`config.mk`:
```
export PLATFORM = sky130hd
export DESIGN_NAME = cmp_ctrl
export DESIGN_NICKNAME = d
export VERILOG_FILES = /design/src/hdl/cmp_pkg.sv /design/src/hdl/cmp_ctrl.sv
export VERILOG_INCLUDE_DIRS = /design/src /design/src/hdl
export SDC_FILE = /design/constraint.sdc
export NUM_CORES = 1
export LEC_CHECK = 0
export ABC_CLOCK_PERIOD_IN_PS = 3000
export BUFFER_PORTS_ARGS = -buffer_cell sky130_fd_sc_hd__buf_2
export CORE_UTILIZATION = 48
export DETAILED_ROUTE_END_ITERATION = 8
export PLACE_DENSITY = 0.89
export SLEW_MARGIN = 10
export SYNTH_ARGS = -nofsm -noshare
export SYNTH_HDL_FRONTEND = slang
export SYNTH_SLANG_ARGS = --single-unit
```
`constraint.sdc`:
```
create_clock -name mclk -period 3 [get_ports mclk]
set_input_delay 0.6 -clock mclk [delete_from_list [all_inputs] [get_ports mclk]]
set_output_delay 0.6 -clock mclk [all_outputs]
set_load 0.005 [all_outputs]
```
`src/hdl/cmp_regs.svh`:
```
// Register offsets, field positions, reset values for the comparator control block
`ifndef CMP_REGS_SVH
`define CMP_REGS_SVH
// Register indices; byte address is four times the index
`define CMP_IDX_PORT     8'h05
`define CMP_IDX_IRQCTL   8'h0b
`define CMP_IDX_FLAG     8'h0c
`define CMP_IDX_MODE     8'h19
`define CMP_IDX_GATE     8'h1a
`define CMP_IDX_DIR      8'h85
`define CMP_IDX_EN       8'h8c
`define CMP_IDX_REF      8'h99
// Field positions
`define CMP_RES_LSB      6
`define CMP_INV_LSB      4
`define CMP_CIS_BIT      3
`define CMP_FLAG_LSB     3
`define CMP_GIE_BIT      7
`define CMP_PERIPHERAL_IRQ_EN_BIT     6
`define CMP_GSS_BIT      1
`define CMP_SYNC_BIT     0
`define CMP_DIR_LSB      2
// Reset values
`define CMP_MODE_RST     8'h00
`define CMP_GATE_RST     2'h2
`define CMP_REF_RST      8'h00
`define CMP_DIR_RST      2'h3
// Mode codes
`define CMP_CM_RESET     3'h0
`define CMP_CM_OFF       3'h7
`define CMP_CM_ROUTE     3'h6
// Bus answers
`define CMP_RESP_OKAY    2'h0
`define CMP_RESP_SLVERR  2'h2
`endif

```
`src/hdl/cmp_pkg.sv`:
```
// Types shared by the comparator control block
package cmp_pkg;
   // One driven pin: level and enable
   typedef struct packed {
      logic out;
      logic oe;
   } cmp_pin_s;
   // Reference ladder settings
   typedef struct packed {
      logic       power_on;
      logic       range_sel;
      logic [3:0] level_code;
   } cmp_ref_s;
endpackage : cmp_pkg

```
`src/hdl/cmp_ctrl.sv`:
```
// Dual comparator control with AXI4-Lite register slave
// Function
// Raw result high when plus exceeds minus
// Per-comparator invert bit complements result
// Three-bit mode field; 111 turns off
// Results read-only in mode register
// Routing drives pins with adjusted result
// Direction bits still gate pin drive
// Gate source select, resets to one
// Sync bit latches comparator 2 on fall
// Prescaled clock feeds latch when used
// Counter ticks on rising clock edge
// Software sets sync when gating by comparator
// Change flags set on result change
// Write zero clears, write one sets
// Request needs flag, enables, global enable
// Mismatch persists until mode register access
// Change during mode read may be lost
// Software masks interrupts during mode change
// Sleep wake; vector only with global enable
// Wake leaves configuration registers unchanged
// Reset restores defaults, mode 000
// Analog pins read zero from port
// Reference: four-bit level, range bit
// Stored copy refreshed on mode access
`timescale 1ns/1ps
`include "cmp_regs.svh"
module cmp_ctrl #(
   parameter int ADDR_W = 12
) (
   input  wire logic              mclk,
   input  wire logic              reset_n,
   input  wire logic [ADDR_W-1:0] awaddr,
   input  wire logic              awvalid,
   output logic                   awready,
   input  wire logic [31:0]       wdata,
   input  wire logic [3:0]        wstrb,
   input  wire logic              wvalid,
   output logic                   wready,
   output logic [1:0]             bresp,
   output logic                   bvalid,
   input  wire logic              bready,
   input  wire logic [ADDR_W-1:0] araddr,
   input  wire logic              arvalid,
   output logic                   arready,
   output logic [31:0]            rdata,
   output logic [1:0]             rresp,
   output logic                   rvalid,
   input  wire logic              rready,
   input  wire logic [1:0]        comparator_result_raw,
   input  wire logic [5:0]        pin_level,
   input  wire logic [5:0]        pin_analog,
   input  wire logic              timer_gate_pin,
   input  wire logic              timer_clk_raw,
   input  wire logic              timer_clk_prescaled,
   input  wire logic              prescaler_used,
   output cmp_pkg::cmp_pin_s      first_result_pin,
   output cmp_pkg::cmp_pin_s      second_result_pin,
   output logic                   timer_gate,
   output logic                   counter_tick,
   output cmp_pkg::cmp_ref_s      reference_cfg,
   output logic                   irq_req,
   output logic                   wake_req,
   output logic                   vector_take
);

   // Register indices need the address to reach index 0x99
   if (ADDR_W < 10) begin : g_addr_chk
      $error("ADDR_W too small for the register map");
   end

   // Register state
   logic [1:0] result_invert;         // Per-comparator polarity
   logic       input_switch_sel;      // Input switch bit
   logic [2:0] comparator_config_field;
   logic       timer_gate_source_sel; // 1 gate pin, 0 comparator 2
   logic       second_result_sync;    // Latch comparator 2 on fall
   logic [7:0] ref_reg;               // Reference control image
   logic [1:0] result_change_flag;
   logic [1:0] result_change_irq_en;
   logic       peripheral_irq_en;
   logic       global_irq_en;
   logic [1:0] pin_direction_bits;    // 1 means input

   // Datapath state
   logic [1:0] comparator_result;     // Polarity-adjusted result
   logic [1:0] stored_result;         // Copy taken on mode access
   logic [1:0] mismatch;
   logic       second_latched;        // Comparator 2 after sync latch
   logic       tclk_src;              // Selected counter clock
   logic       tclk_prev;             // Clock level one cycle ago
   logic       tclk_fall;
   logic       cmp_off;

   // Bus decode
   logic       wr_go;                 // Write address and data taken
   logic       rd_go;                 // Read address taken
   logic [7:0] widx;
   logic [7:0] ridx;
   logic       mode_access;
   logic [7:0] wbyte;
   logic       wr_hit;
   logic [7:0] next_rdata;
   logic       rd_hit;

   assign widx  = awaddr[9:2];
   assign ridx  = araddr[9:2];
   assign wbyte = wdata[7:0];

   // Both write channels taken together, one write in flight
   assign awready = awvalid & wvalid & ~bvalid;
   assign wready  = awready;
   assign wr_go   = awready;
   // One read in flight
   assign arready = ~rvalid;
   assign rd_go   = arvalid & ~rvalid;

   // Any read or write of the mode register
   assign mode_access = (wr_go && widx == `CMP_IDX_MODE) ||
                        (rd_go && ridx == `CMP_IDX_MODE);

   // Write address hit check
   always_comb begin
      unique case (widx)
         `CMP_IDX_PORT, `CMP_IDX_IRQCTL, `CMP_IDX_FLAG, `CMP_IDX_MODE,
         `CMP_IDX_GATE, `CMP_IDX_DIR, `CMP_IDX_EN, `CMP_IDX_REF: wr_hit = 1'b1;
         default: wr_hit = 1'b0;
      endcase
   end

   // Write response
   always_ff @(posedge mclk) begin
      if (!reset_n) begin
         bvalid <= 1'b0;
         bresp  <= `CMP_RESP_OKAY;
      end else if (wr_go) begin
         bvalid <= 1'b1;
         bresp  <= wr_hit ? `CMP_RESP_OKAY : `CMP_RESP_SLVERR;
      end else if (bready) begin
         bvalid <= 1'b0;
      end
   end

   // Mode register; result bits are not stored so writes miss them
   always_ff @(posedge mclk) begin
      if (!reset_n) begin
         {result_invert, input_switch_sel, comparator_config_field}
            <= 6'(`CMP_MODE_RST);
      end else if (wr_go && wstrb[0] && widx == `CMP_IDX_MODE) begin
         result_invert           <= wbyte[`CMP_INV_LSB +: 2];
         input_switch_sel        <= wbyte[`CMP_CIS_BIT];
         comparator_config_field <= wbyte[2:0];
      end
   end

   // Gate and sync configuration
   always_ff @(posedge mclk) begin
      if (!reset_n) begin
         {timer_gate_source_sel, second_result_sync} <= `CMP_GATE_RST;
      end else if (wr_go && wstrb[0] && widx == `CMP_IDX_GATE) begin
         timer_gate_source_sel <= wbyte[`CMP_GSS_BIT];
         second_result_sync    <= wbyte[`CMP_SYNC_BIT];
      end
   end

   // Reference control; unimplemented bits kept at zero
   always_ff @(posedge mclk) begin
      if (!reset_n) begin
         ref_reg <= `CMP_REF_RST;
      end else if (wr_go && wstrb[0] && widx == `CMP_IDX_REF) begin
         ref_reg <= wbyte & 8'haf;
      end
   end

   // Enables and pin directions; no wake path touches these
   always_ff @(posedge mclk) begin
      if (!reset_n) begin
         result_change_irq_en <= 2'h0;
         peripheral_irq_en    <= 1'b0;
         global_irq_en        <= 1'b0;
         pin_direction_bits   <= `CMP_DIR_RST;
      end else if (wr_go && wstrb[0]) begin
         if (widx == `CMP_IDX_EN) begin
            result_change_irq_en <= wbyte[`CMP_FLAG_LSB +: 2];
         end
         if (widx == `CMP_IDX_IRQCTL) begin
            peripheral_irq_en <= wbyte[`CMP_PERIPHERAL_IRQ_EN_BIT];
            global_irq_en     <= wbyte[`CMP_GIE_BIT];
         end
         if (widx == `CMP_IDX_DIR) begin
            pin_direction_bits <= wbyte[`CMP_DIR_LSB +: 2];
         end
      end
   end

   // Comparators off in reset mode and off mode
   assign cmp_off = (comparator_config_field == `CMP_CM_OFF) ||
                    (comparator_config_field == `CMP_CM_RESET);
   // Raw high means plus above minus, then polarity
   assign comparator_result = (cmp_off ? 2'h0 : comparator_result_raw)
                              ^ result_invert;
   assign mismatch = comparator_result ^ stored_result;

   // Per-comparator change detector and flag
   for (genvar i = 0; i < 2; i++) begin : g_chg
      // Stored copy refreshed on each mode register access
      always_ff @(posedge mclk) begin
         if (!reset_n) begin
            stored_result[i] <= 1'b0;
         end else if (mode_access) begin
            stored_result[i] <= comparator_result[i];
         end
      end
      // Hardware set wins over a software clear
      always_ff @(posedge mclk) begin
         if (!reset_n) begin
            result_change_flag[i] <= 1'b0;
         end else if (mismatch[i]) begin
            result_change_flag[i] <= 1'b1;
         end else if (wr_go && wstrb[0] && widx == `CMP_IDX_FLAG) begin
            result_change_flag[i] <= wbyte[`CMP_FLAG_LSB + i];
         end
      end
   end

   // Counter clock source and edges
   assign tclk_src  = prescaler_used ? timer_clk_prescaled : timer_clk_raw;
   assign tclk_fall = tclk_prev & ~tclk_src;
   always_ff @(posedge mclk) begin
      if (!reset_n) begin
         tclk_prev <= 1'b0;
      end else begin
         tclk_prev <= tclk_src;
      end
   end
   // Counter steps on the rising edge, opposite to the latch
   assign counter_tick = ~tclk_prev & tclk_src;

   // Comparator 2 sync latch, loaded on the falling edge
   always_ff @(posedge mclk) begin
      if (!reset_n) begin
         second_latched <= 1'b0;
      end else if (tclk_fall) begin
         second_latched <= comparator_result[1];
      end
   end

   // Gate source; software keeps sync set when using comparator 2
   assign timer_gate = timer_gate_source_sel ? timer_gate_pin :
                       (second_result_sync ? second_latched
                                           : comparator_result[1]);

   // Pin routing; direction bit still enables the driver
   assign first_result_pin.out  = comparator_result[0];
   assign second_result_pin.out = comparator_result[1];
   assign first_result_pin.oe   = (comparator_config_field == `CMP_CM_ROUTE)
                                  & ~pin_direction_bits[0];
   assign second_result_pin.oe  = (comparator_config_field == `CMP_CM_ROUTE)
                                  & ~pin_direction_bits[1];

   // Reference settings out
   assign reference_cfg = {ref_reg[7], ref_reg[5], ref_reg[3:0]};

   // Interrupt path; software masks it around mode changes
   assign wake_req    = |(result_change_flag & result_change_irq_en)
                        & peripheral_irq_en;
   assign irq_req     = wake_req & global_irq_en;
   assign vector_take = irq_req;

   // Read data mux
   always_comb begin
      next_rdata = 8'h00;
      rd_hit     = 1'b1;
      unique case (ridx)
         `CMP_IDX_PORT:   next_rdata = {2'h0, pin_level & ~pin_analog};
         `CMP_IDX_IRQCTL: next_rdata = {global_irq_en, peripheral_irq_en, 6'h00};
         `CMP_IDX_FLAG:   next_rdata = {3'h0, result_change_flag, 3'h0};
         `CMP_IDX_MODE:   next_rdata = {comparator_result, result_invert,
                                        input_switch_sel,
                                        comparator_config_field};
         `CMP_IDX_GATE:   next_rdata = {6'h00, timer_gate_source_sel,
                                        second_result_sync};
         `CMP_IDX_DIR:    next_rdata = {4'h0, pin_direction_bits, 2'h0};
         `CMP_IDX_EN:     next_rdata = {3'h0, result_change_irq_en, 3'h0};
         `CMP_IDX_REF:    next_rdata = ref_reg;
         default:         rd_hit = 1'b0;
      endcase
   end

   // Read response
   always_ff @(posedge mclk) begin
      if (!reset_n) begin
         rvalid <= 1'b0;
         rdata  <= 32'h0;
         rresp  <= `CMP_RESP_OKAY;
      end else if (rd_go) begin
         rvalid <= 1'b1;
         rdata  <= {24'h0, next_rdata};
         rresp  <= rd_hit ? `CMP_RESP_OKAY : `CMP_RESP_SLVERR;
      end else if (rready) begin
         rvalid <= 1'b0;
      end
   end
endmodule : cmp_ctrl

```
==> key figures, run 1 <==
Timing
  • Endpoints failing setup: 0
  • Achievable frequency: 395.3 MHz
  • Fin crit share: 84.33%
  • RSZ-0062 raised after global routing: false
  • Rel. slew slack: 51.23%
  • Final worst slack: 470.1 ps
  • Setup TNS: 0 ps
  • Max Slew Vio Count: 0
  • Post-Route Skew: 2.183 ps
  • Final hold vios: 0
  • Post-layout minimum cycle time: 2530 ps
  • Slew @ Worst Pin: 721.4 ps
  • Fin Hold WS: 471.7 ps

Final layout
  • Fillers: 494
  • Layout cells sized above 1: 28.16%
  • Area Overhead vs Synth: 16.17%
  • Final net count: 464
  • Diodes inserted: 0
  • Max FFs per register: 8
  • Post-route cell area: 2948 um^2

Logic synthesis
  • Post-synthesis async set-or-reset flop share: 0%
  • Compound-cell area share of the yosys netlist: 19.23%
  • Count leader, synth: dfxtp_1
  • Synth Instances: 304
  • Largest family of logic cells by synthesized area: simple AND/OR/NAND/NOR gates
  • Top cell type by total area after synthesis: dfxtp_1
  • Post-synthesis xor/xnor area fraction: 1.923%
  • EDFF count, synth: 0
  • Mux cell area share after synthesis: 5.621%
  • Simple-Gate Fraction of Synth Area: 31.02%
  • Top post-synthesis cells by area: dfxtp_1, buf_4, nand3_1, a21oi_1, mux2i_1
  • FF+latch count, synth: 38
  • Seq/Total Area, Yosys: 29.98%
  • Mapped cell area: 2537 um^2
  • Synth cell types: 60
  • Most frequent cells after synthesis: dfxtp_1, nand3_1, buf_4
  • Avg Inst Size Synth: 8.347 um^2
  • Synth Warn #: 0
  • Share of the synthesized area in the top cell type: 29.98%
  • Top_reg_cell synth: dfxtp_1
  • Synth Area in Adders: 0%

Hold path
  • Hold wc startpoint: rdata[5]
  • HP Class: reg2reg
  • Worst Hold End: rdata[5]
  • Hold path cells: 1

Setup path
  • CP required: 2400 ps
  • Startpoint types: flop
  • CP Class: reg2out
  • R2R Path Start: bvalid
  • CP endpoint kind: output port
  • Crit path max-delay cell type: or3_1
  • Arr. time, crit path: 1930 ps
  • Reg-to-Reg End: result_change_irq_en[0]
  • Reg2reg setup slack: 840 ps
  • Slowest stage delay, CP: 480 ps
  • Cells along the critical path: or3_1 > a31oi_1 > o31ai_1 > o21ai_0 > buf_2
  • Crit-path max FO: 6
  • R2R cell count: 4

Power
  • Worst vdd ir: 0.1914 mV
  • Pwr Total: 1.029 mW
  • Power density cells: 349.1 nW/um^2
  • Leakage: 1.215 nW

Die
  • Die ar.: 5581 um^2
  • Core box area: 5107 um^2
  • Row count: 26
  • Initial Utilization: 49.68%
  • Ports: 141
  • Chip height: 74.71 um
  • Die width: 74.71 um

Global routing
  • GRT Overall Usage: 24.53%
  • Largest net degree at the start of global routing: 29
  • Initial antenna violation count: 0
  • First-pass GRT wire length: 10360 um
  • Vias in the first global route: 2256
  • Gr ovfl total: 0

Route
  • Vias per cell: 5.662
  • DR DRC count: 0
  • Iter 0 DRT Violations: 212
  • Routed length on met2: 3172 um
  • Top sig layer: met4
  • Wire length per cell: 14.57 um
  • Total Routed Length: 6557 um
  • M1 wire length: 2757 um
  • Antenna-violating nets left: 0
  • Vias: 2548
  • WL met3: 495 um
  • DRT Pass-1 Iters: 4

Clock tree
  • Setup bufs post-CTS: 0
  • Clock-pin slew on the worst setup and hold paths: 80 ps
  • Largest buffer count on any clock path: 2
  • CTS Buf Count: 5
  • Root Buffer: clkbuf_8
  • # clock sinks: 38
  • CTS tree: built
  • Htree depth: 2
  • CTS Hold Buffers Added: 0
  • Clk_lat worst skew: 290 ps
  • Cts repair resizes: 0

Placement
  • Port Buf Inserts: 79
  • Place WS: 494.3 ps
  • GPL Wtd Cong: 0.8808
  • Placed cell area: 2856 um^2
  • Detailed Place HPWL: 5079 um

Job
  • Max Cap Viol: 0

Outcome
  • Status: finished, final reports clean
-- kinds of logic after synthesis --
| kind of cell | Yosys count |
|---|---|
| buffers and inverters | 47 |
| other | 1 |
| AOI/OAI and AO/OA | 77 |
| DFF | 38 |
| muxes | 13 |
| xor gates and xnor gates | 4 |
| and+or+nand+nor | 124 |
-- how the worst max path moves through the flow --
stage                                     from  depth (start not counted)  slack, ps                       to
floorplan                            awaddr[7]                          6        920  result_change_irq_en[0]
global placement                     awaddr[7]                          5        550  result_change_irq_en[0]
detailed placement                   awaddr[7]                          5        490  result_change_irq_en[0]
CTS                 comparator_config_field[2]                          5        460               timer_gate
global route        comparator_config_field[2]                          5        330               timer_gate
finish              comparator_config_field[2]                          5        470               timer_gate
-- where the power goes --
group / switching, mW / leakage, nW / total (mW) / internal, mW
clock: 0.187 / 0.0482 / 0.373 / 0.186
combinational: 0.0860 / 0.859 / 0.143 / 0.0566
sequential: 0.00386 / 0.307 / 0.513 / 0.510
total: 0.277 / 1.21 / 1.03 / 0.752
-- critical path: cells and delay by family, from the launching register on --
family                 cells  cell delay (ps)
AO/OA/AOI/OAI              3              670
buffers and inverters      1              130
flip-flops                 1              360
AND/OR/NAND/NOR            1              480
-- cell usage in the layout, fill, tap and decap left out, types with 3 or more instances in the layout --
cell type,n
a211oi_1,3
a21oi_1,24
a31oi_1,3
a32o_1,4
and2_1,3
buf_2,79
clkbuf_8,6
conb_1,26
dfxtp_1,38
inv_1,8
mux2i_1,12
nand2_1,9
nand2b_1,8
nand3_1,30
nand3b_1,4
nand4b_1,4
nor2_1,16
nor2b_1,3
nor3_1,7
nor4_1,4
nor4bb_1,3
o21ai_0,7
o21ai_1,15
o21ai_2,3
or2_2,6
or3_1,7
or3b_2,3
or4bb_1,3
xnor2_1,3
-- metrics by stage --
stage / util (%) / instances
floorplan: - / 329
global placement: 55.93 / 442
detailed placement: 55.93 / 442
CTS: 57.72 / 450
global route: 57.72 / 450
finish: 57.72 / 450
-- metal layers --
| metal | vias up | track usage [%] |
|---|---|---|
| met1 | 1177 | 31.42 |
| li1 | 1232 | - |
| met5 | - | 0 |
| met2 | 124 | 40.94 |
| met4 | 0 | 9.015 |
| met3 | 15 | 4.953 |
-- area by class of cell --
class / instances / area, um^2 / share of cell area [%]
clock inverters: 1 / 5.005 / 0.1698
inverters: 9 / 33.78 / 1.146
well taps: 70 / 87.58 / 2.971
repair buffers: 81 / 410.4 / 13.92
clock buffers: 7 / 86.33 / 2.929
multi-input cells: 244 / 1564 / 53.06
flip-flops and latches: 38 / 760.7 / 25.81
Note: power is estimated with default switching activity, not from simulation.
==> run 2, diff against run 1 <==
ABC_AREA = 1   (was unset)
ABC_CLOCK_PERIOD_IN_PS = 2200   (was 3000)
CORE_UTILIZATION = 40   (was 48)
PLACE_DENSITY = 0.8   (was 0.89)
clock period = 2.2 ns   (was 3 ns; I/O delays follow)
==> run 2 against run 1 <==
  * Power rose by 44%
  * Largest power group unchanged
  * Largest cell class unchanged
  * First-iteration DRC count fell by 14%
  * Die area is 14% higher
  * Highest routed layer unchanged
  * Setup slack got worse by 260 ps
  * Via count fell by 3.1%
  * Synthesized area down 5.0%
  * Utilization down 6.6 points
  * Clock-buffer cell count down 1
==> key figures, run 2 <==
Setup path
  • CP bufs+invs: 3 (+2)
  • CP Class: reg2out
  • Arr. time, crit path: 1550 ps (-380 ps)
  • Cells along the critical path: inv_1 > nand3_2 > nand4_1 > nand2_1 > inv_1 > o21ai_0 > nand2_1 > buf_2
  • Top delay family on crit path: simple AND/OR/NAND/NOR gates
  • Crit path max-delay cell type: dfxtp_1
  • Slowest stage delay, CP: 370 ps (-110 ps)
  • Startpoint types: flop
  • CP required: 1760 ps (-640 ps)
  • Crit-path max FO: 4 (-2)
  • CP endpoint kind: output port

Final layout
  • Max FFs per register: 8 (unchanged)
  • Diodes inserted: 0 (unchanged)
  • Fillers: 564 (+14%)
  • Area Overhead vs Synth: 19.68%
  • Post-route cell area: 2884 um^2 (-2.2%)
  • Commonest non-fill, non-tap cell in the layout: buf_2
  • Non-Filler Instances: 517 (+15%)
  • Layout cells sized above 1: 26.29% (-1.9 points)
  • Most frequent cells in the layout: buf_2, nand2_1, inv_1, nor2_1, dfxtp_1
  • Utilization after layout: 51.12% (-6.6 points)
  • Final net count: 530 (+14%)

Route
  • Iter 0 DRT Violations: 183 (-14%)
  • Vias: 2470 (-3.1%)
  • Wire length per cell: 11.58 um (-21%)
  • Vias per cell: 4.778 (-16%)
  • WL met3: 484 um (-2.2%)
  • Antenna-violating nets left: 0 (unchanged)
  • DR DRC count: 0 (unchanged)
  • Total Routed Length: 5988 um (-8.7%)
  • M1 wire length: 2627 um (-4.7%)
  • Routed length on met2: 2832 um (-11%)
  • DRT Pass-1 Iters: 4 (unchanged)
  • Top sig layer: met4

Timing
  • Post-Route Skew: 5.207 ps (+3.024 ps)
  • Fin Hold WS: 391.5 ps (-80.18 ps)
  • Final hold vios: 0 (unchanged)
  • Fin crit share: 90.63%
  • Post-layout minimum cycle time: 1994 ps
  • Achievable frequency: 501.6 MHz
  • Max Slew Vio Count: 0 (unchanged)
  • Endpoints failing setup: 0 (unchanged)
  • Setup TNS: 0 ps (unchanged)
  • Final worst slack: 206.2 ps (-263.9 ps)
  • RSZ-0062 raised after global routing: false

Die
  • Initial Utilization: 42.71% (-7.0 points)
  • Die ar.: 6339 um^2 (+14%)
  • Die width: 79.62 um (+6.6%)
  • Ports: 141 (unchanged)
  • Row count: 27 (+3.8%)
  • Core box area: 5642 um^2 (+10%)
  • Chip height: 79.62 um (+6.6%)

Logic synthesis
  • Synth Warn #: 0 (unchanged)
  • Synth Instances: 366 (+20%)
  • Synth cell types: 33 (-45%)
  • Top post-synthesis cells by area: dfxtp_1, nand2_1, buf_4, inv_1, nand3_1
  • Top cell type by total area after synthesis: dfxtp_1
  • Seq/Total Area, Yosys: 31.57% (+1.6 points)
  • Count leader, synth: nand2_1
  • Post-synthesis async set-or-reset flop share: 0% (unchanged)
  • Mapped cell area: 2410 um^2 (-5.0%)
  • Most frequent cells after synthesis: nand2_1, inv_1, nor2_1
  • Share of the synthesized area in the top cell type: 31.57% (+1.6 points)
  • Top_reg_cell synth: dfxtp_1
  • Avg Inst Size Synth: 6.584 um^2 (-21%)
  • EDFF count, synth: 0 (unchanged)
  • FF+latch count, synth: 38 (unchanged)

Clock tree
  • Root Buffer: clkbuf_8
  • Largest buffer count on any clock path: 2 (unchanged)
  • Setup bufs post-CTS: 0 (unchanged)
  • Clock-pin slew on the worst setup and hold paths: 70 ps (about the same)
  • Htree depth: 2 (unchanged)
  • CTS Buf Count: 5 (unchanged)
  • CTS tree: built
  • # clock sinks: 38 (unchanged)
  • Clk_lat worst skew: 280 ps (about the same)

Job
  • Max Cap Viol: 0 (unchanged)

Outcome
  • Status: finished, final reports clean

Global routing
  • Largest net degree at the start of global routing: 27 (-6.9%)
  • First-pass GRT wire length: 9735 um (-6.1%)
  • GRT Overall Usage: 19.71% (-4.8 points)
  • Vias in the first global route: 2197 (-2.6%)
  • Gr ovfl total: 0 (unchanged)
  • Initial antenna violation count: 0 (unchanged)

Placement
  • Detailed Place HPWL: 4797 um (-5.5%)
  • GPL Wtd Cong: 0.8698 (-1.2%)
  • Placed cell area: 2766 um^2 (-3.2%)
  • Port Buf Inserts: 79 (unchanged)
  • Placed Cells incl. Taps: 510 (+15%)
  • Place WS: 457.3 ps (-37.00 ps)

Power
  • Leakage: 1.533 nW (+26%)
  • Worst vdd ir: 0.3270 mV (+71%)
  • Power density cells: 512.0 nW/um^2 (+47%)
  • Pwr Total: 1.477 mW (+44%)

Hold path
  • HP Class: in2reg
[run 2: worst paths after layout]
kind                                                 start                    end  slack [ps]  cells past startpoint
worst max-delay path            comparator_config_field[0]             timer_gate         210                      8
worst min-delay path                              wdata[2]  pin_direction_bits[0]         390                      3
worst max register to register                      rvalid               rdata[0]         850                      5
worst min register to register            input_switch_sel       input_switch_sel         460                      2
[run 2: kinds of logic after synthesis]
kind of cell / after synthesis / share of synthesized area [%]
compound gates: 63 / 14.02
other cells: 1 / 0.1556
flops: 38 / 31.57
buf+inv: 87 / 18.02
xor+xnor: 2 / 0.7270
simple gates: 174 / 35.10
mux: 1 / 0.4154
[run 2: per-layer routing]
layer  track usage, %  vias to the layer above
met2            33.85                      103
li1                 -                     1285
met1            24.57                     1076
met5                0                        -
met3            4.914                        6
met4            4.364                        0
[run 2: cell type report]
| class | count | area [um^2] | area share (%) |
|---|---|---|---|
| tap | 72 | 90.09 | 3.124 |
| multi-input combinational | 266 | 1314 | 45.55 |
| sequential | 38 | 760.7 | 26.38 |
| clock buffer | 6 | 82.58 | 2.863 |
| inverter | 54 | 203.9 | 7.072 |
| timing repair buffer | 80 | 402.9 | 13.97 |
| clock inverter | 1 | 30.03 | 1.041 |
[run 2: timing repair]
| item | 4_1_cts | 5_1_grt |
|---|---|---|
| endpoints found under the setup margin | 0 | 1 |
| resized for setup | 0 | 2 |
| hold buffers | 0 | 0 |
[run 2: worst register-to-register path: cells and delay by family (launching register included)]
family / cells / cell delay, ps
buffers and inverters: 2 / 400
flip-flops: 1 / 320
AO/OA/AOI/OAI: 2 / 300
AND/OR/NAND/NOR: 1 / 270
[run 2: power breakdown]
group	switching [mW]	leakage, nW	internal [mW]
Clock	0.232	0.0573	0.363
Combinational	0.115	1.17	0.0661
Sequential	0.00459	0.307	0.696
